<file path="src/core/tuning_pkg.sv">
// constants and carrier types shared by the resonator tuning control
// assumes a 100 MHz modulator clock and the serial control port framing
package tuning_pkg;
    localparam int CLK_HZ = 100_000_000;
    // register offsets on the serial control port
    localparam logic [6:0] ADDR_STANDBY = 7'h00;
    localparam logic [6:0] ADDR_GAIN = 7'h03;
    localparam logic [6:0] ADDR_CAL_REQ = 7'h1C;
    localparam logic [6:0] ADDR_TANK_UPPER = 7'h1D;
    localparam logic [6:0] ADDR_TANK_LOWER = 7'h1E;
    localparam logic [6:0] ADDR_FILTER_CODE = 7'h1F;
    // reset values and field positions
    localparam logic [7:0] STANDBY_RESET = 8'hFF;
    localparam int ADC_STANDBY_BIT = 0;
    localparam int GAIN_STEP_BIT = 7;
    localparam int TANK_REQ_BIT = 1;
    localparam int FILTER_REQ_BIT = 0;
    localparam int TANK_BITS = 9;
    localparam int FILTER_BITS = 8;
    // serial frame: read flag, 7-bit address, 8 data bits
    localparam int FRAME_BITS = 16;
    localparam int HEADER_BITS = 8;
    // whole calibration must finish inside this bound (longest: round down)
    localparam int CAL_LIMIT_MS = 6;
    localparam int CAL_LIMIT_CYCLES = CAL_LIMIT_MS * (CLK_HZ / 1000);
    // settling per trial capacitor code (least: round up)
    localparam int SETTLE_NS = 2000;
    localparam int SETTLE_CYCLES =
        (SETTLE_NS * (CLK_HZ / 1_000_000) + 999) / 1000;

    typedef struct packed {
        logic lc_done;
        logic rc_done;
        logic timeout;
    } cal_event_t;

    typedef struct packed {
        logic [2:0] upper;
        logic [5:0] lower;
    } tank_code_t;
endpackage

</file>
<file path="src/core/tune_engine.sv">
// successive-approximation search of the tank and filter capacitor codes
// assumes an analog comparator answering each trial code after settling
`timescale 1ns/1ps
`default_nettype none
module tune_engine #(
    parameter int TANK_BITS = tuning_pkg::TANK_BITS,
    parameter int FILTER_BITS = tuning_pkg::FILTER_BITS,
    parameter int SETTLE_CYCLES = tuning_pkg::SETTLE_CYCLES,
    parameter int LIMIT_CYCLES = tuning_pkg::CAL_LIMIT_CYCLES
) (
    input wire logic clk,
    input wire logic nrst,
    input wire logic start,
    input wire logic want_lc,
    input wire logic want_rc,
    input wire logic cmp_high,
    output logic busy,
    output logic [TANK_BITS-1:0] trial_code,
    output logic [TANK_BITS-1:0] result_tank,
    output logic [FILTER_BITS-1:0] result_filter,
    output tuning_pkg::cal_event_t events
);
    localparam int SW = $clog2(SETTLE_CYCLES + 1);
    localparam int LW = $clog2(LIMIT_CYCLES + 1);
    localparam logic [SW-1:0] SETTLE_LOAD = SW'(SETTLE_CYCLES);
    localparam logic [LW-1:0] LIMIT_END = LW'(LIMIT_CYCLES - 1);
    localparam logic [3:0] TANK_TOP = 4'(TANK_BITS - 1);
    localparam logic [3:0] FILTER_TOP = 4'(FILTER_BITS - 1);

    if (TANK_BITS > 16 || FILTER_BITS > TANK_BITS || FILTER_BITS < 1 ||
        SETTLE_CYCLES < 1 || LIMIT_CYCLES < 2) begin : g_bad_params
        $error("tune_engine: unsupported parameter values");
    end

    typedef enum logic [1:0] {S_IDLE, S_TANK, S_FILTER} state_t;

    state_t state_reg, state_next;
    logic [TANK_BITS-1:0] code_reg, code_next, keep;
    logic [3:0] idx_reg, idx_next;
    logic [SW-1:0] settle_reg, settle_next;
    logic [LW-1:0] elapsed_reg, elapsed_next;
    logic want_rc_reg, want_rc_next;
    logic [TANK_BITS-1:0] res_tank_reg, res_tank_next;
    logic [FILTER_BITS-1:0] res_filter_reg, res_filter_next;
    tuning_pkg::cal_event_t ev_reg, ev_next;

    function automatic logic [TANK_BITS-1:0] bit_at(input logic [3:0] i);
        bit_at = '0;
        bit_at[i] = 1'b1;
    endfunction

    always_comb begin
        state_next = state_reg;
        code_next = code_reg;
        idx_next = idx_reg;
        settle_next = settle_reg;
        elapsed_next = elapsed_reg;
        want_rc_next = want_rc_reg;
        res_tank_next = res_tank_reg;
        res_filter_next = res_filter_reg;
        ev_next = '0;
        keep = cmp_high ? code_reg : (code_reg & ~bit_at(idx_reg));
        case (state_reg)
            S_IDLE: begin
                if (start && (want_lc || want_rc)) begin
                    want_rc_next = want_rc;
                    elapsed_next = '0;
                    settle_next = SETTLE_LOAD;
                    // tank always goes first, filter only afterwards
                    if (want_lc) begin
                        state_next = S_TANK;
                        idx_next = TANK_TOP;
                        code_next = bit_at(TANK_TOP);
                    end else begin
                        state_next = S_FILTER;
                        idx_next = FILTER_TOP;
                        code_next = bit_at(FILTER_TOP);
                    end
                end
            end
            S_TANK, S_FILTER: begin
                elapsed_next = elapsed_reg + 1'b1;
                if (elapsed_reg == LIMIT_END) begin
                    // give up; requests stay set so the host can retry
                    ev_next.timeout = 1'b1;
                    state_next = S_IDLE;
                end else if (settle_reg != '0) begin
                    settle_next = settle_reg - 1'b1;
                end else if (idx_reg != 4'h0) begin
                    code_next = keep | bit_at(idx_reg - 4'h1);
                    idx_next = idx_reg - 4'h1;
                    settle_next = SETTLE_LOAD;
                end else if (state_reg == S_TANK) begin
                    res_tank_next = keep;
                    ev_next.lc_done = 1'b1;
                    if (want_rc_reg) begin
                        state_next = S_FILTER;
                        idx_next = FILTER_TOP;
                        code_next = bit_at(FILTER_TOP);
                        settle_next = SETTLE_LOAD;
                    end else begin
                        state_next = S_IDLE;
                    end
                end else begin
                    res_filter_next = keep[FILTER_BITS-1:0];
                    ev_next.rc_done = 1'b1;
                    state_next = S_IDLE;
                end
            end
            default: state_next = S_IDLE;
        endcase
    end

    always_ff @(posedge clk or negedge nrst) begin
        if (!nrst) begin
            state_reg <= S_IDLE;
            code_reg <= '0;
            idx_reg <= 4'h0;
            settle_reg <= '0;
            elapsed_reg <= '0;
            want_rc_reg <= 1'b0;
            res_tank_reg <= '0;
            res_filter_reg <= '0;
            ev_reg <= '0;
        end else begin
            state_reg <= state_next;
            code_reg <= code_next;
            idx_reg <= idx_next;
            settle_reg <= settle_next;
            elapsed_reg <= elapsed_next;
            want_rc_reg <= want_rc_next;
            res_tank_reg <= res_tank_next;
            res_filter_reg <= res_filter_next;
            ev_reg <= ev_next;
        end
    end

    assign busy = (state_reg != S_IDLE);
    assign trial_code = code_reg;
    assign result_tank = res_tank_reg;
    assign result_filter = res_filter_reg;
    assign events = ev_reg;
endmodule
`default_nettype wire

</file>
<file path="src/core/resonator_tuning_control.sv">
// register file, serial control port and calibration sequencing
// assumes serial port pins synchronous to clk and sclk well below clk/2
`timescale 1ns/1ps
`default_nettype none
// How it works
// - gain step bit lowers mixer gain
// - leaving standby with tank request starts tank
// - tank request self-clears; bounded total time
// - tank result in upper and lower registers
// - filter request tunes filter, then self-clears
// - filter result held in readable register
// - both requested: tank first, then filter
// - converter and sample output idle meanwhile
// - codes survive standby entry and exit
// - codes writable by host or calibration
module resonator_tuning_control #(
    parameter int CAL_LIMIT_CYCLES = tuning_pkg::CAL_LIMIT_CYCLES,
    parameter int SETTLE_CYCLES = tuning_pkg::SETTLE_CYCLES
) (
    input wire logic clk,
    input wire logic nrst,
    input wire logic spi_cs_n,
    input wire logic spi_sclk,
    input wire logic spi_mosi,
    output logic spi_miso_out,
    output logic spi_miso_oe,
    input wire logic tune_cmp_high,
    output logic gain_step_down,
    output logic [7:0] block_power_down_control,
    output logic [tuning_pkg::TANK_BITS-1:0] tank_cap_setting,
    output logic [tuning_pkg::FILTER_BITS-1:0] filter_cap_setting,
    output logic cal_busy,
    output logic converter_run,
    output logic sample_out_enable
);
    localparam int TB = tuning_pkg::TANK_BITS;
    localparam int FB = tuning_pkg::FILTER_BITS;
    localparam int HB = tuning_pkg::HEADER_BITS;
    localparam logic [4:0] HDR_CNT = 5'(tuning_pkg::HEADER_BITS);
    localparam logic [4:0] FRAME_CNT = 5'(tuning_pkg::FRAME_BITS);

    logic sclk_prev_reg, sclk_prev_next;
    logic [15:0] shift_reg, shift_next;
    logic [4:0] cnt_reg, cnt_next;
    logic [7:0] tx_reg, tx_next;
    logic reading_reg, reading_next;
    logic [7:0] standby_reg, standby_next;
    logic gain_reg, gain_next;
    logic tank_req_reg, tank_req_next;
    logic filter_req_reg, filter_req_next;
    tuning_pkg::tank_code_t tank_code_reg, tank_code_next;
    logic [FB-1:0] filter_code_reg, filter_code_next;
    logic [TB-1:0] tank_drive_reg, tank_drive_next;
    logic [FB-1:0] filter_drive_reg, filter_drive_next;
    logic run_reg, run_next;
    logic [15:0] shift_in;
    logic [7:0] rdata, wdata;
    logic [6:0] waddr;
    logic rise, fall, wr;
    logic start, busy;
    logic [TB-1:0] trial, res_tank;
    logic [FB-1:0] res_filter;
    tuning_pkg::cal_event_t ev;
    logic tank_phase_reg, tank_phase_next, in_tank;

    tune_engine #(
        .TANK_BITS(TB),
        .FILTER_BITS(FB),
        .SETTLE_CYCLES(SETTLE_CYCLES),
        .LIMIT_CYCLES(CAL_LIMIT_CYCLES)
    ) u_engine (
        .clk(clk),
        .nrst(nrst),
        .start(start),
        .want_lc(tank_req_reg),
        .want_rc(filter_req_reg),
        .cmp_high(tune_cmp_high),
        .busy(busy),
        .trial_code(trial),
        .result_tank(res_tank),
        .result_filter(res_filter),
        .events(ev)
    );

    // serial port edges and frame decode
    assign rise = spi_sclk && !sclk_prev_reg && !spi_cs_n;
    assign fall = !spi_sclk && sclk_prev_reg && !spi_cs_n;
    assign shift_in = {shift_reg[14:0], spi_mosi};
    assign wr = rise && (cnt_reg == FRAME_CNT - 5'h1) && !shift_in[15];
    assign waddr = shift_in[14:8];
    assign wdata = shift_in[7:0];

    always_comb begin
        rdata = 8'h00;
        case (shift_in[6:0])
            tuning_pkg::ADDR_STANDBY: rdata = standby_reg;
            tuning_pkg::ADDR_GAIN:
                rdata[tuning_pkg::GAIN_STEP_BIT] = gain_reg;
            tuning_pkg::ADDR_CAL_REQ: begin
                rdata[tuning_pkg::TANK_REQ_BIT] = tank_req_reg;
                rdata[tuning_pkg::FILTER_REQ_BIT] = filter_req_reg;
            end
            tuning_pkg::ADDR_TANK_UPPER: rdata[2:0] = tank_code_reg.upper;
            tuning_pkg::ADDR_TANK_LOWER: rdata[5:0] = tank_code_reg.lower;
            tuning_pkg::ADDR_FILTER_CODE: rdata = filter_code_reg;
            default: rdata = 8'h00;
        endcase
    end

    // launch when the converter standby bit is released by a write
    assign start = wr && (waddr == tuning_pkg::ADDR_STANDBY) && !busy &&
        standby_reg[tuning_pkg::ADC_STANDBY_BIT] &&
        !wdata[tuning_pkg::ADC_STANDBY_BIT] &&
        (tank_req_reg || filter_req_reg);

    // the tank phase runs from launch until the tank result is taken
    assign in_tank = busy && tank_phase_reg && !ev.lc_done;

    always_comb begin
        sclk_prev_next = spi_sclk;
        shift_next = shift_reg;
        cnt_next = cnt_reg;
        tx_next = tx_reg;
        reading_next = reading_reg;
        standby_next = standby_reg;
        gain_next = gain_reg;
        tank_req_next = tank_req_reg;
        filter_req_next = filter_req_reg;
        tank_code_next = tank_code_reg;
        filter_code_next = filter_code_reg;
        if (spi_cs_n) begin
            cnt_next = 5'h0;
            reading_next = 1'b0;
        end else if (rise) begin
            shift_next = shift_in;
            cnt_next = (cnt_reg == FRAME_CNT - 5'h1) ? 5'h0 : cnt_reg + 5'h1;
            if (cnt_reg == HDR_CNT - 5'h1 && shift_in[HB-1]) begin
                reading_next = 1'b1;
                tx_next = rdata;
            end
        end else if (fall && reading_reg && cnt_reg >= HDR_CNT) begin
            tx_next = {tx_reg[6:0], 1'b0};
        end
        if (rise && cnt_reg == FRAME_CNT - 5'h1) begin
            reading_next = 1'b0;
        end
        // hardware clears first so that a host write in the same cycle wins
        if (ev.lc_done) begin
            tank_req_next = 1'b0;
            tank_code_next = res_tank;
        end
        if (ev.rc_done) begin
            filter_req_next = 1'b0;
            filter_code_next = res_filter;
        end
        if (wr) begin
            case (waddr)
                // standby changes never touch the stored codes
                tuning_pkg::ADDR_STANDBY: standby_next = wdata;
                tuning_pkg::ADDR_GAIN:
                    gain_next = wdata[tuning_pkg::GAIN_STEP_BIT];
                tuning_pkg::ADDR_CAL_REQ: begin
                    tank_req_next = wdata[tuning_pkg::TANK_REQ_BIT];
                    filter_req_next = wdata[tuning_pkg::FILTER_REQ_BIT];
                end
                tuning_pkg::ADDR_TANK_UPPER:
                    tank_code_next.upper = wdata[2:0];
                tuning_pkg::ADDR_TANK_LOWER:
                    tank_code_next.lower = wdata[5:0];
                tuning_pkg::ADDR_FILTER_CODE:
                    filter_code_next = wdata;
                default: ;
            endcase
        end
        // capacitor arrays follow the trial code while tuning
        // each array only in its own phase; both can change together only at the tank-to-filter handover
        tank_phase_next = start ? tank_req_reg :
            (tank_phase_reg && busy && !ev.lc_done);
        tank_drive_next = in_tank ? trial : tank_code_next;
        filter_drive_next = (busy && !in_tank) ? trial[FB-1:0] :
            filter_code_next;
        // datapath stays off until every requested calibration ends
        run_next = !standby_next[tuning_pkg::ADC_STANDBY_BIT] && !busy &&
            !start;
    end

    always_ff @(posedge clk or negedge nrst) begin
        if (!nrst) begin
            sclk_prev_reg <= 1'b0;
            shift_reg <= 16'h0000;
            cnt_reg <= 5'h0;
            tx_reg <= 8'h00;
            reading_reg <= 1'b0;
            standby_reg <= tuning_pkg::STANDBY_RESET;
            gain_reg <= 1'b0;
            tank_req_reg <= 1'b0;
            filter_req_reg <= 1'b0;
            tank_code_reg <= '0;
            filter_code_reg <= '0;
            tank_drive_reg <= '0;
            filter_drive_reg <= '0;
            run_reg <= 1'b0;
            tank_phase_reg <= 1'b0;
        end else begin
            sclk_prev_reg <= sclk_prev_next;
            shift_reg <= shift_next;
            cnt_reg <= cnt_next;
            tx_reg <= tx_next;
            reading_reg <= reading_next;
            standby_reg <= standby_next;
            gain_reg <= gain_next;
            tank_req_reg <= tank_req_next;
            filter_req_reg <= filter_req_next;
            tank_code_reg <= tank_code_next;
            filter_code_reg <= filter_code_next;
            tank_drive_reg <= tank_drive_next;
            filter_drive_reg <= filter_drive_next;
            run_reg <= run_next;
            tank_phase_reg <= tank_phase_next;
        end
    end

    assign spi_miso_out = tx_reg[7];
    assign spi_miso_oe = !spi_cs_n && reading_reg && (cnt_reg >= HDR_CNT);
    assign gain_step_down = gain_reg;
    assign block_power_down_control = standby_reg;
    assign tank_cap_setting = tank_drive_reg;
    assign filter_cap_setting = filter_drive_reg;
    assign cal_busy = busy;
    assign converter_run = run_reg;
    assign sample_out_enable = run_reg;

    // checks
    logic [31:0] busy_cnt_reg;
    always_ff @(posedge clk or negedge nrst) begin
        if (!nrst) begin
            busy_cnt_reg <= 32'h0;
        end else begin
            busy_cnt_reg <= busy ? busy_cnt_reg + 32'h1 : 32'h0;
        end
    end
endmodule
`default_nettype wire

</file>
<file path="config.mk">
export PLATFORM = sky130hd
export DESIGN_NAME = resonator_tuning_control
export DESIGN_NICKNAME = d
export VERILOG_FILES = /design/src/core/tuning_pkg.sv /design/src/core/tune_engine.sv /design/src/core/resonator_tuning_control.sv
export SDC_FILE = /design/constraint.sdc
export NUM_CORES = 1
export LEC_CHECK = 0
export BUFFER_PORTS_ARGS = -buffer_cell sky130_fd_sc_hd__buf_2
export CELL_PAD_IN_SITES_DETAIL_PLACEMENT = 0
export CELL_PAD_IN_SITES_GLOBAL_PLACEMENT = 1
export CORE_UTILIZATION = 44
export CTS_CLUSTER_DIAMETER = 80
export DETAILED_ROUTE_END_ITERATION = 16
export GPL_TIMING_DRIVEN = 1
export PLACE_DENSITY_LB_ADDON = 0.3
export REMOVE_ABC_BUFFERS = 1
export SETUP_SLACK_MARGIN = 0.15
export SLEW_MARGIN = 20
export SYNTH_ARGS = -nofsm -noshare
export SYNTH_HDL_FRONTEND = slang
export SYNTH_SLANG_ARGS = --single-unit
</file>
<file path="constraint.sdc">
create_clock -name clk -period 2.6 [get_ports clk]
set_clock_uncertainty 0.05 [all_clocks]
set_input_delay 0.52 -clock clk [delete_from_list [all_inputs] [get_ports clk]]
set_output_delay 0.52 -clock clk [all_outputs]
set_load 0.05 [all_outputs]
</file>
==> metrics.txt, run 1 <==
# TYPE chip_impl_metric gauge
chip_impl_metric{name="detail_route.wirelength",unit="mm"} 17.9
chip_impl_metric{name="clock_latency_of_the_later_clocked_register_in_the_worst_skew_pair",unit="ns"} 0.42
chip_impl_metric{name="hold_violations",unit=""} 0
chip_impl_metric{name="final_worst_path_period_share",unit=""} 0.932
chip_impl_info{name="rsz_0062_raised_after_global_routing",value="yes"} 1
chip_impl_metric{name="largest_register_ff_count",unit=""} 20
chip_impl_metric{name="finalNonFillerCells",unit=""} 987
chip_impl_metric{name="timing.critical_path.required",unit="ns"} 2.85
chip_impl_metric{name="overflow",unit=""} 0
chip_impl_metric{name="vdd.ir_drop.worst",unit="mV"} 0.478
chip_impl_metric{name="yosysWarningCount",unit=""} 0
chip_impl_metric{name="cp_max_fo",unit=""} 8
chip_impl_info{name="cp-end-kind",value="register"} 1
chip_impl_metric{name="detail_route.drc_violations",unit=""} 0
chip_impl_metric{name="std_cell_rows",unit=""} 46
chip_impl_metric{name="ys_ff_latch",unit=""} 140
chip_impl_metric{name="cts_buffers",unit=""} 17
chip_impl_info{name="mostFrequentLayoutCells",value="dfrtp_1 (132), nand2_1 (105), mux2_2 (82)"} 1
chip_impl_metric{name="grt_pass1_wl",unit="mm"} 29.0
chip_impl_metric{name="ys_seq_area_frac",unit=""} 0.484
chip_impl_metric{name="die_width",unit="um"} 130
chip_impl_metric{name="drv_slew",unit=""} 0
chip_impl_metric{name="cap_viol_max_count",unit=""} 0
chip_impl_metric{name="grt_pass1_vias",unit=""} 5509
chip_impl_metric{name="pre_cts_slack",unit="ns"} 0.0582
chip_impl_metric{name="dieArea",unit="mm^2"} 0.0170
chip_impl_metric{name="syn_area_per_cell",unit="um^2"} 10.4
chip_impl_metric{name="areaGrowthSynthToFinish",unit="%"} 17.8
chip_impl_metric{name="firstDrtPassIters",unit=""} 4
chip_impl_metric{name="cp.arrival",unit="ns"} 2.68
chip_impl_metric{name="final_net_count",unit=""} 777
chip_impl_metric{name="htreeDepth",unit=""} 4
chip_impl_metric{name="pwr-share-clk",unit=""} 0.491
chip_impl_info{name="worst-setup-path-type",value="register to register"} 1
chip_impl_metric{name="cts_hold_repair.buffers",unit=""} 0
chip_impl_metric{name="detailroute.via_count",unit=""} 5639
chip_impl_metric{name="cell_internal_power",unit="mW"} 3.98
chip_impl_metric{name="netlist_area",unit="mm^2"} 0.00726
chip_impl_metric{name="n_antenna_cell",unit=""} 0
chip_impl_metric{name="fin_crit",unit="ns"} 2.42
chip_impl_info{name="status",value="complete, no violations"} 1
chip_impl_metric{name="fillerInstances",unit=""} 1446
chip_impl_metric{name="sequentialPowerShare",unit=""} 0.455
chip_impl_metric{name="cts.reportedPaths.clkPinSlew",unit="ns"} 0.06
chip_impl_metric{name="synth_cell_types",unit=""} 69
chip_impl_metric{name="timing.max_slew.rel_slack",unit=""} 0.381
chip_impl_metric{name="grt_start_max_net_pins",unit=""} 57
chip_impl_metric{name="setup_ws",unit="ns"} 0.176
chip_impl_info{name="ys.flop_type",value="dfrtp_1"} 1
chip_impl_metric{name="design.core.area",unit="mm^2"} 0.0160
chip_impl_metric{name="timing.fmax",unit="MHz"} 413
chip_impl_metric{name="postSynth.asyncResetShare",unit=""} 1.00
chip_impl_metric{name="p_leak",unit="nW"} 3.96
chip_impl_metric{name="swShare",unit=""} 0.231
chip_impl_metric{name="gpl.final_weighted_congestion",unit=""} 0.828
chip_impl_info{name="setup.worst_path.start_class",value="register"} 1
chip_impl_metric{name="place.detailed.instances",unit=""} 950
chip_impl_metric{name="clock_sink_count",unit=""} 140
chip_impl_metric{name="power.density_cell_area",unit="mW/mm^2"} 606
chip_impl_info{name="cts_tree",value="done"} 1
chip_impl_metric{name="clock_path_buffers",unit=""} 2
chip_impl_metric{name="synth-edff-count",unit=""} 0
chip_impl_metric{name="p_comb_frac",unit=""} 0.055
chip_impl_metric{name="syn_inst",unit=""} 696
chip_impl_metric{name="avgRoutedWirePerCell",unit="um"} 18.1
chip_impl_metric{name="dp_hpwl",unit="mm"} 12.5
chip_impl_metric{name="io_pins",unit=""} 37
chip_impl_metric{name="antenna_left",unit=""} 0
chip_impl_metric{name="reported_net_switching_power",unit="mW"} 1.20
chip_impl_metric{name="initial_utilization",unit=""} 0.454
chip_impl_info{name="worst_hold_path_type",value="input pin to async pin"} 1
chip_impl_metric{name="final_setup_violation_count",unit=""} 0
chip_impl_metric{name="first_iter_violations",unit=""} 386
chip_impl_metric{name="io_buffers",unit=""} 36
chip_impl_info{name="clockRootBuffer",value="clkbuf_16"} 1
chip_impl_info{name="layout.cells.most_common",value="dfrtp_1"} 1
chip_impl_metric{name="antenna_found_initial",unit=""} 0
chip_impl_metric{name="fp.dieH",unit="um"} 130
chip_impl_metric{name="tightestPinTransition",unit="ns"} 0.925
chip_impl_metric{name="post_route_cells_drive_above_1_share",unit=""} 0.302
chip_impl_metric{name="grt.total_usage",unit=""} 0.224
chip_impl_metric{name="drt-vias-per-instance",unit=""} 5.71
-- metal layers --
layer / part of all wire / global-route usage
met5: 0 / 0
met1: 0.46 / 0.301
met2: 0.49 / 0.368
met4: 0.013 / 0.0649
met3: 0.042 / 0.0464
-- cells in the mapped netlist (7+ instances only) --
cell type	instances	area [um^2]
or3_1	12	75.1
o21ai_0	39	195
o211ai_1	7	52.6
inv_1	20	75.1
nor3_1	12	60.1
nor2b_1	7	43.8
nor2_1	25	93.8
ha_1	13	163
nand2_1	105	394
nand4_1	8	50.1
nand3_1	25	125
dfrtp_1	132	3300
and2_1	7	43.8
nand2b_1	7	43.8
nor4_1	9	56.3
a21oi_1	24	120
and3_1	11	68.8
dfstp_2	8	210
clkbuf_1	24	90.1
mux2_2	82	923
a31oi_1	12	75.1
a22o_1	14	123
-- power by group through the flow --
| stage | sequential, mW | combinational (mW) | clock [mW] |
|---|---|---|---|
| 4_1_cts | 2.35 | 0.286 | 2.58 |
| 5_1_grt | 2.37 | 0.317 | 2.67 |
| 2_1_floorplan | 2.37 | 0.133 | 0 |
| 3_5_place_dp | 2.39 | 0.284 | 0 |
| 3_3_place_gp | 2.39 | 0.278 | 0 |
| 6_report | 2.36 | 0.282 | 2.54 |
-- metrics by stage --
| step | area (um^2) | hold slack (ns) | power (mW) | util | setup TNS (ns) |
|---|---|---|---|---|---|
| 2_1_floorplan | 7090 | 0.174 | 2.50 | - | -57.23 |
| 3_3_place_gp | 7860 | 0.401 | 2.67 | 0.491 | 0 |
| 3_5_place_dp | 7860 | 0.403 | 2.68 | 0.491 | 0 |
| 4_1_cts | 8490 | 0.0372 | 5.22 | 0.531 | 0 |
| 5_1_grt | 8550 | 0.0560 | 5.36 | 0.534 | 0 |
| 6_report | 8550 | 0.0169 | 5.18 | 0.534 | 0 |
-- worst paths after layout --
| path | from | endpoint | slack [ns] | cells past startpoint |
|---|---|---|---|---|
| max in group asynchronous | nrst | u_engine.result_filter[2]$_DFFE_PN0P_ | 1.78 | 2 |
| worst min-delay path | nrst | cnt_reg[0]$_DFFE_PN0P_ | 0.02 | 1 |
| worst max-delay path | u_engine.elapsed_reg[12]$_DFFE_PN0P_ | u_engine.trial_code[3]$_DFFE_PN0P_ | 0.18 | 6 |
| min in group clk | spi_sclk | sclk_prev_reg$_DFF_PN0_ | 0.22 | 1 |
| worst max register to register | u_engine.elapsed_reg[12]$_DFFE_PN0P_ | u_engine.trial_code[3]$_DFFE_PN0P_ | 0.18 | 6 |
| worst min register to register | block_power_down_control[4]$_DFFE_PN1N_ | block_power_down_control[4]$_DFFE_PN1N_ | 0.41 | 2 |
-- cells by family after synthesis --
logic type / Yosys count / share of synthesized area
buffers and inverters: 56 / 0.0333
and+or+nand+nor: 265 / 0.193
DFF: 140 / 0.484
xor gates and xnor gates: 2 / 0.00241
AOI/OAI and AO/OA: 128 / 0.116
muxes: 92 / 0.149
adders and majority gates: 13 / 0.0224
-- cell type report --
| type | instances | area (um^2) | share of cell area |
|---|---|---|---|
| Clock buffer | 23 | 488 | 0.0571 |
| Tap cell | 216 | 270 | 0.0316 |
| Sequential cell | 140 | 3510 | 0.411 |
| Timing Repair Buffer | 78 | 514 | 0.0602 |
| Inverter | 20 | 75.1 | 0.00878 |
| Clock inverter | 9 | 135 | 0.0158 |
| Multi-Input combinational cell | 501 | 3550 | 0.415 |
-- worst max-delay path: stages (launching register included) --
cell and delay [ns]:
dfrtp_1 0.40, or4b_4 0.56, nor4b_4 0.32, nand3_2 0.24, and3_2 0.36, buf_4 0.16, a31o_2 0.22
-- repair_timing --
item,4_1_cts,5_1_grt
setup buffers,1,3
resized for setup,3,6
pin swaps,0,1
setup endpoints to repair,3,45
cloned,0,1
(Power assumes the default switching activity.)
==> run 2, diff against run 1 <==
CORE_UTILIZATION = 25   (was 44)
SKIP_CTS_REPAIR_TIMING = 1   (was unset)
==> run 2 against run 1 <==
- maximum frequency down 0.30%
- first-iteration DRC count down 20%
- power up 3.4%
- sequential share of layout area down 1.3 points
- largest power group unchanged
==> metrics.txt, run 2 (same netlist as run 1, synthesis figures left out) <==
# TYPE chip_impl_metric gauge
chip_impl_info{name="status",value="complete, no violations"} 1
chip_impl_info{name="rsz_0062_raised_after_global_routing",value="yes"} 1
chip_impl_metric{name="gpl.final_weighted_congestion",unit=""} 0.734
chip_impl_info{name="worst-setup-path-type",value="register to register"} 1
chip_impl_metric{name="hold_violations",unit=""} 0
chip_impl_metric{name="n_antenna_cell",unit=""} 0
chip_impl_metric{name="clock_latency_of_the_later_clocked_register_in_the_worst_skew_pair",unit="ns"} 0.43
chip_impl_metric{name="areaGrowthSynthToFinish",unit="%"} 21.7
chip_impl_metric{name="post_route_cells_drive_above_1_share",unit=""} 0.313
chip_impl_metric{name="timing.max_slew.rel_slack",unit=""} 0.419
chip_impl_metric{name="first_iter_violations",unit=""} 307
chip_impl_metric{name="antenna_left",unit=""} 0
chip_impl_info{name="cp-end-kind",value="register"} 1
chip_impl_metric{name="vdd.ir_drop.worst",unit="mV"} 0.327
chip_impl_metric{name="total_power",unit="mW"} 5.36
chip_impl_metric{name="firstDrtPassIters",unit=""} 4
chip_impl_metric{name="tightestPinTransition",unit="ns"} 0.868
chip_impl_metric{name="dieArea",unit="mm^2"} 0.0297
chip_impl_metric{name="r2r.worst_path.cells",unit=""} 7
chip_impl_info{name="worst_hold_path_type",value="input pin to async pin"} 1
chip_impl_metric{name="overflow",unit=""} 0
chip_impl_metric{name="cp_max_fo",unit=""} 6
chip_impl_metric{name="antenna_found_initial",unit=""} 0
chip_impl_metric{name="avgRoutedWirePerCell",unit="um"} 16.3
chip_impl_metric{name="cts_buffers",unit=""} 17
chip_impl_metric{name="fin_crit",unit="ns"} 2.43
chip_impl_metric{name="grt_pass1_vias",unit=""} 5542
chip_impl_metric{name="drt-vias-per-instance",unit=""} 4.73
chip_impl_metric{name="grt_pass1_wl",unit="mm"} 31.1
chip_impl_metric{name="final.hold.worst_slack",unit="ns"} 0.00443
chip_impl_metric{name="timing.critical_path.required",unit="ns"} 2.85
chip_impl_metric{name="initial_utilization",unit=""} 0.254
chip_impl_info{name="cts_tree",value="done"} 1
chip_impl_info{name="clockRootBuffer",value="clkbuf_16"} 1
chip_impl_metric{name="detail_route.wirelength",unit="mm"} 19.0
chip_impl_metric{name="grt.total_usage",unit=""} 0.136
chip_impl_metric{name="layout.core_utilization",unit=""} 0.308
chip_impl_metric{name="std_cell_rows",unit=""} 62
chip_impl_metric{name="clock_path_buffers",unit=""} 2
chip_impl_metric{name="final_worst_path_period_share",unit=""} 0.935
chip_impl_metric{name="p_leak",unit="nW"} 4.00
chip_impl_metric{name="die_width",unit="um"} 172
chip_impl_metric{name="power.density_cell_area",unit="mW/mm^2"} 607
chip_impl_metric{name="htreeDepth",unit=""} 4
chip_impl_metric{name="cts.reportedPaths.clkPinSlew",unit="ns"} 0.07
chip_impl_metric{name="timing.fmax",unit="MHz"} 411
chip_impl_metric{name="cap_viol_max_count",unit=""} 0
chip_impl_metric{name="clock_sink_count",unit=""} 140
chip_impl_metric{name="detailroute.via_count",unit=""} 5492
chip_impl_metric{name="io_pins",unit=""} 37
chip_impl_metric{name="largest_register_ff_count",unit=""} 20
chip_impl_metric{name="detail_route.drc_violations",unit=""} 0
chip_impl_metric{name="cp.arrival",unit="ns"} 2.68
chip_impl_info{name="setup.worst_path.start_class",value="register"} 1
chip_impl_metric{name="final_net_count",unit=""} 783
chip_impl_metric{name="design.core.area",unit="mm^2"} 0.0286
chip_impl_metric{name="final_setup_violation_count",unit=""} 0
chip_impl_metric{name="fp.dieH",unit="um"} 172
chip_impl_info{name="mostFrequentLayoutCells",value="dfrtp_1 (130), nand2_1 (105), mux2_2 (82)"} 1
chip_impl_metric{name="grt_start_max_net_pins",unit=""} 58
chip_impl_info{name="layout.cells.most_common",value="dfrtp_1"} 1
chip_impl_metric{name="io_buffers",unit=""} 36
chip_impl_metric{name="drv_slew",unit=""} 0
chip_impl_metric{name="dp_hpwl",unit="mm"} 13.6
==> run 2: area by class of cell <==
class                           instances  area (um^2)
Clock buffer                           17          425
Timing Repair Buffer                   85          579
Tap cell                              384          480
Multi-Input combinational cell        500         3530
Inverter                               20         75.1
Sequential cell                       140         3520
Fill cell                            2959        19800
Clock inverter                         15          225
==> run 2: worst paths after layout <==
kind / endpoint / startpoint / slack, ns
min: tx_reg[0]$_DFFE_PN0P_ / nrst / 0.004
max in group asynchronous: u_engine.settle_reg[1]$_DFFE_PN0P_ / nrst / 1.74
max: u_engine.settle_reg[1]$_DFFE_PN0P_ / u_engine.settle_reg[0]$_DFFE_PN0P_ / 0.17
max reg2reg: u_engine.settle_reg[1]$_DFFE_PN0P_ / u_engine.settle_reg[0]$_DFFE_PN0P_ / 0.17
min reg2reg: block_power_down_control[7]$_DFFE_PN1N_ / block_power_down_control[7]$_DFFE_PN1N_ / 0.42
min in group clk: sclk_prev_reg$_DFF_PN0_ / spi_sclk / 0.22
==> run 2: worst max-delay path: stages (launching register included) <==
cell	delay, ns
dfrtp_2	0.44
inv_2	0.09
ha_1	0.13
or3b_2	0.47
or2_2	0.31
or2_0	0.27
and3_4	0.23
mux2_1	0.31
==> run 2: metal layers <==
layer	track usage	wire, um	up-vias
met4	0.0381	221	0
met5	0	0	-
met1	0.182	9230	2733
li1	-	-	2659
met2	0.225	8950	84
met3	0.0238	570	16
==> run 2: through the flow <==
| step | instance area, um^2 | TNS [ns] | setup slack [ns] | cells |
|---|---|---|---|---|
| floorplan | 7090 | -57.23 | -1.20 | 660 |
| global placement | 8160 | 0 | 0.131 | 1129 |
| detailed placement | 8160 | 0 | 0.0851 | 1129 |
| CTS | 8810 | 0 | 0.0608 | 1161 |
| global route | 8830 | 0 | 0.0721 | 1161 |
| finish | 8830 | 0 | 0.169 | 1161 |
==> run 2: where the power goes <==
group / leakage (nW) / internal [mW] / switching (mW)
logic: 1.98 / 0.128 / 0.161
clock network: 0.317 / 1.65 / 1.06
registers: 1.71 / 2.24 / 0.116
total: 4.00 / 4.02 / 1.34
==> run 3, diff against run 2 <==
==> constraint.sdc (replaced) <==
create_clock -name clk -period 2.6 [get_ports clk]
set_clock_uncertainty 0.05 [all_clocks]
set_input_delay 0.26 -clock clk [delete_from_list [all_inputs] [get_ports clk]]
set_output_delay 0.26 -clock clk [all_outputs]
set_load 0.05 [all_outputs]
==> run 3 against run 2 <==
- wire length is 0.54% higher
- maximum frequency is 0.64% higher
- worst hold slack better by 0.038 ns
- sequential cell count stayed put
- design area is 0.31% lower
- critical endpoint unchanged
- highest routed layer unchanged
==> metrics.txt, run 3 (same netlist as run 1, synthesis figures left out) <==
# TYPE chip_impl_metric gauge
chip_impl_metric{name="clock_latency_of_the_later_clocked_register_in_the_worst_skew_pair",unit="ns"} 0.42
chip_impl_metric{name="final_worst_path_period_share",unit=""} 0.929
chip_impl_info{name="endpoint",value="u_engine.settle_reg[1]$_DFFE_PN0P_"} 1
chip_impl_metric{name="cap_viol_max_count",unit=""} 0
chip_impl_metric{name="cp_max_fo",unit=""} 7
chip_impl_metric{name="final_net_count",unit=""} 784
chip_impl_metric{name="clock_sink_count",unit=""} 140
chip_impl_metric{name="fp.dieH",unit="um"} 172
chip_impl_info{name="series_of_cell_instances_along_the_critical_path",value="inv_2 -> ha_1 -> or3b_2 -> or2_2 -> or2_0 -> and3_4 -> mux2_1"} 1
chip_impl_info{name="hold_start",value="spi_cs_n"} 1
chip_impl_metric{name="firstDrtPassIters",unit=""} 4
chip_impl_metric{name="largest_register_ff_count",unit=""} 20
chip_impl_metric{name="design.core.area",unit="mm^2"} 0.0286
chip_impl_metric{name="die_width",unit="um"} 172
chip_impl_metric{name="grt_pass1_wl",unit="mm"} 31.2
chip_impl_metric{name="areaGrowthSynthToFinish",unit="%"} 21.3
chip_impl_metric{name="detail_route.drc_violations",unit=""} 0
chip_impl_metric{name="total_power",unit="mW"} 5.09
chip_impl_info{name="r2r-end",value="u_engine.settle_reg[1]$_DFFE_PN0P_"} 1
chip_impl_metric{name="dp_hpwl",unit="mm"} 13.4
chip_impl_metric{name="sequentialPowerShare",unit=""} 0.462
chip_impl_info{name="layout.cells.most_common",value="dfrtp_1"} 1
chip_impl_metric{name="first_iter_violations",unit=""} 345
chip_impl_info{name="cp_top_family",value="simple AND/OR/NAND/NOR gates"} 1
chip_impl_info{name="setup.worst_path.start_class",value="register"} 1
chip_impl_metric{name="post_route_cells_drive_above_1_share",unit=""} 0.305
chip_impl_metric{name="std_cell_rows",unit=""} 62
chip_impl_metric{name="io_buffers",unit=""} 36
chip_impl_metric{name="cp_num_buf_inv",unit=""} 1
chip_impl_metric{name="drv_slew",unit=""} 0
chip_impl_metric{name="clock_path_buffers",unit=""} 2
chip_impl_metric{name="regToRegSetupSlack",unit="ns"} 0.18
chip_impl_metric{name="grt.total_usage",unit=""} 0.138
chip_impl_metric{name="antenna_found_initial",unit=""} 0
chip_impl_metric{name="n_antenna_cell",unit=""} 0
chip_impl_metric{name="vdd.ir_drop.worst",unit="mV"} 0.402
chip_impl_info{name="critPathLaunch",value="u_engine.settle_reg[0]$_DFFE_PN0P_"} 1
chip_impl_metric{name="r2r.worst_path.cells",unit=""} 7
chip_impl_info{name="worstReg2RegStart",value="u_engine.settle_reg[0]$_DFFE_PN0P_"} 1
chip_impl_metric{name="detailroute.via_count",unit=""} 5461
chip_impl_metric{name="io_pins",unit=""} 37
chip_impl_metric{name="swShare",unit=""} 0.244
chip_impl_metric{name="cts.reportedPaths.clkPinSlew",unit="ns"} 0.06
chip_impl_metric{name="initial_utilization",unit=""} 0.254
chip_impl_metric{name="fin_crit",unit="ns"} 2.42
chip_impl_metric{name="grt_start_max_net_pins",unit=""} 69
chip_impl_metric{name="tightestPinTransition",unit="ns"} 0.870
chip_impl_metric{name="final_setup_violation_count",unit=""} 0
chip_impl_info{name="rsz_0062_raised_after_global_routing",value="yes"} 1
chip_impl_metric{name="dieArea",unit="mm^2"} 0.0297
chip_impl_metric{name="htreeDepth",unit=""} 4
chip_impl_info{name="mostFrequentLayoutCells",value="dfrtp_1 (131), nand2_1 (105), mux2_2 (82)"} 1
chip_impl_metric{name="final.hold.worst_slack",unit="ns"} 0.0420
chip_impl_metric{name="fillerInstances",unit=""} 2936
chip_impl_info{name="worst_hold_path_type",value="input pin to register"} 1
chip_impl_metric{name="timing.critical_path.required",unit="ns"} 2.84
chip_impl_info{name="cts_tree",value="done"} 1
chip_impl_metric{name="timing.fmax",unit="MHz"} 414
chip_impl_metric{name="detail_route.wirelength",unit="mm"} 19.1
chip_impl_metric{name="overflow",unit=""} 0
chip_impl_metric{name="pwr-share-clk",unit=""} 0.479
chip_impl_metric{name="grt_pass1_vias",unit=""} 5551
chip_impl_metric{name="layout.core_utilization",unit=""} 0.307
chip_impl_metric{name="timing.max_slew.rel_slack",unit=""} 0.417
chip_impl_metric{name="reported_net_switching_power",unit="mW"} 1.24
chip_impl_metric{name="antenna_left",unit=""} 0
chip_impl_info{name="clockRootBuffer",value="clkbuf_16"} 1
chip_impl_metric{name="cts_buffers",unit=""} 17
chip_impl_info{name="status",value="complete, no violations"} 1
chip_impl_info{name="worst-setup-path-type",value="register to register"} 1
chip_impl_metric{name="drt-vias-per-instance",unit=""} 4.70
chip_impl_info{name="cp-end-kind",value="register"} 1
chip_impl_metric{name="hold_violations",unit=""} 0
chip_impl_metric{name="avgRoutedWirePerCell",unit="um"} 16.4
chip_impl_metric{name="gpl.final_weighted_congestion",unit=""} 0.751
chip_impl_info{name="crit_slowest_cell",value="or3b_2"} 1
chip_impl_metric{name="power.density_cell_area",unit="mW/mm^2"} 578
chip_impl_metric{name="crit_cells",unit=""} 7
chip_impl_metric{name="cell_internal_power",unit="mW"} 3.85
chip_impl_metric{name="cp.arrival",unit="ns"} 2.66
chip_impl_metric{name="critPathMaxStageDelay",unit="ns"} 0.48
chip_impl_metric{name="p_comb_frac",unit=""} 0.059
chip_impl_metric{name="p_leak",unit="nW"} 3.97
==> run 3: cell types whose count changed in the layout (fill, tap and decap cells not counted), moves of 2 or more <==
cell	before	now
clkbuf_1	0	4
inv_8	4	0
dlygate4sd3_1	0	2
clkbuf_8	0	2
buf_4	47	44
inv_6	4	1
bufinv_16	4	2
==> run 3: worst register-to-register path: stages (launching register included) <==
cell     delay [ns]
dfrtp_2        0.44
inv_2          0.09
ha_1           0.14
or3b_2         0.48
or2_2          0.31
or2_0          0.25
and3_4         0.22
mux2_1         0.32
==> run 3: metrics by stage <==
step           TNS, ns  instance area, um^2  setup slack (ns)  instances
4_1_cts              0                 8730            0.0570       1159
3_3_place_gp         0                 8150             0.117       1127
3_5_place_dp         0                 8150            0.0733       1127
5_1_grt              0                 8800             0.104       1162
2_1_floorplan   -46.59                 7090             -1.07        660
6_report             0                 8800             0.184       1162
==> run 3: area by class of cell <==
cell class | count | area (um^2) | area share
inverter | 20 | 75.1 | 0.00853
sequential | 140 | 3510 | 0.399
timing repair buffer | 85 | 588 | 0.0668
multi-input combinational | 501 | 3560 | 0.404
tap | 384 | 480 | 0.0546
clock buffer | 23 | 468 | 0.0532
clock inverter | 9 | 115 | 0.0131
==> run 3: worst min path at each step <==
stage	to	depth (start not counted)
CTS	cnt_reg[4]$_DFFE_PN0P_	1
floorplan	cnt_reg[0]$_DFFE_PN0P_	0
finish	cnt_reg[0]$_DFFE_PN0P_	2
global route	cnt_reg[0]$_DFFE_PN0P_	2
global placement	cnt_reg[3]$_DFFE_PN0P_	1
detailed placement	cnt_reg[3]$_DFFE_PN0P_	1
==> run 3: layer usage <==
metal | routed length, um | global-route usage | vias to the layer above
li1 | - | - | 2675
met1 | 9640 | 0.190 | 2727
met2 | 8990 | 0.220 | 47
met3 | 301 | 0.0229 | 12
met4 | 146 | 0.0427 | 0
met5 | 0 | 0 | -
==> run 3: power groups by stage <==
stage / Sequential [mW] / Combinational [mW] / Clock, mW
2_1_floorplan: 2.37 / 0.133 / 0
3_3_place_gp: 2.39 / 0.302 / 0
3_5_place_dp: 2.39 / 0.302 / 0
4_1_cts: 2.35 / 0.304 / 2.50
5_1_grt: 2.36 / 0.337 / 2.60
6_report: 2.35 / 0.300 / 2.44
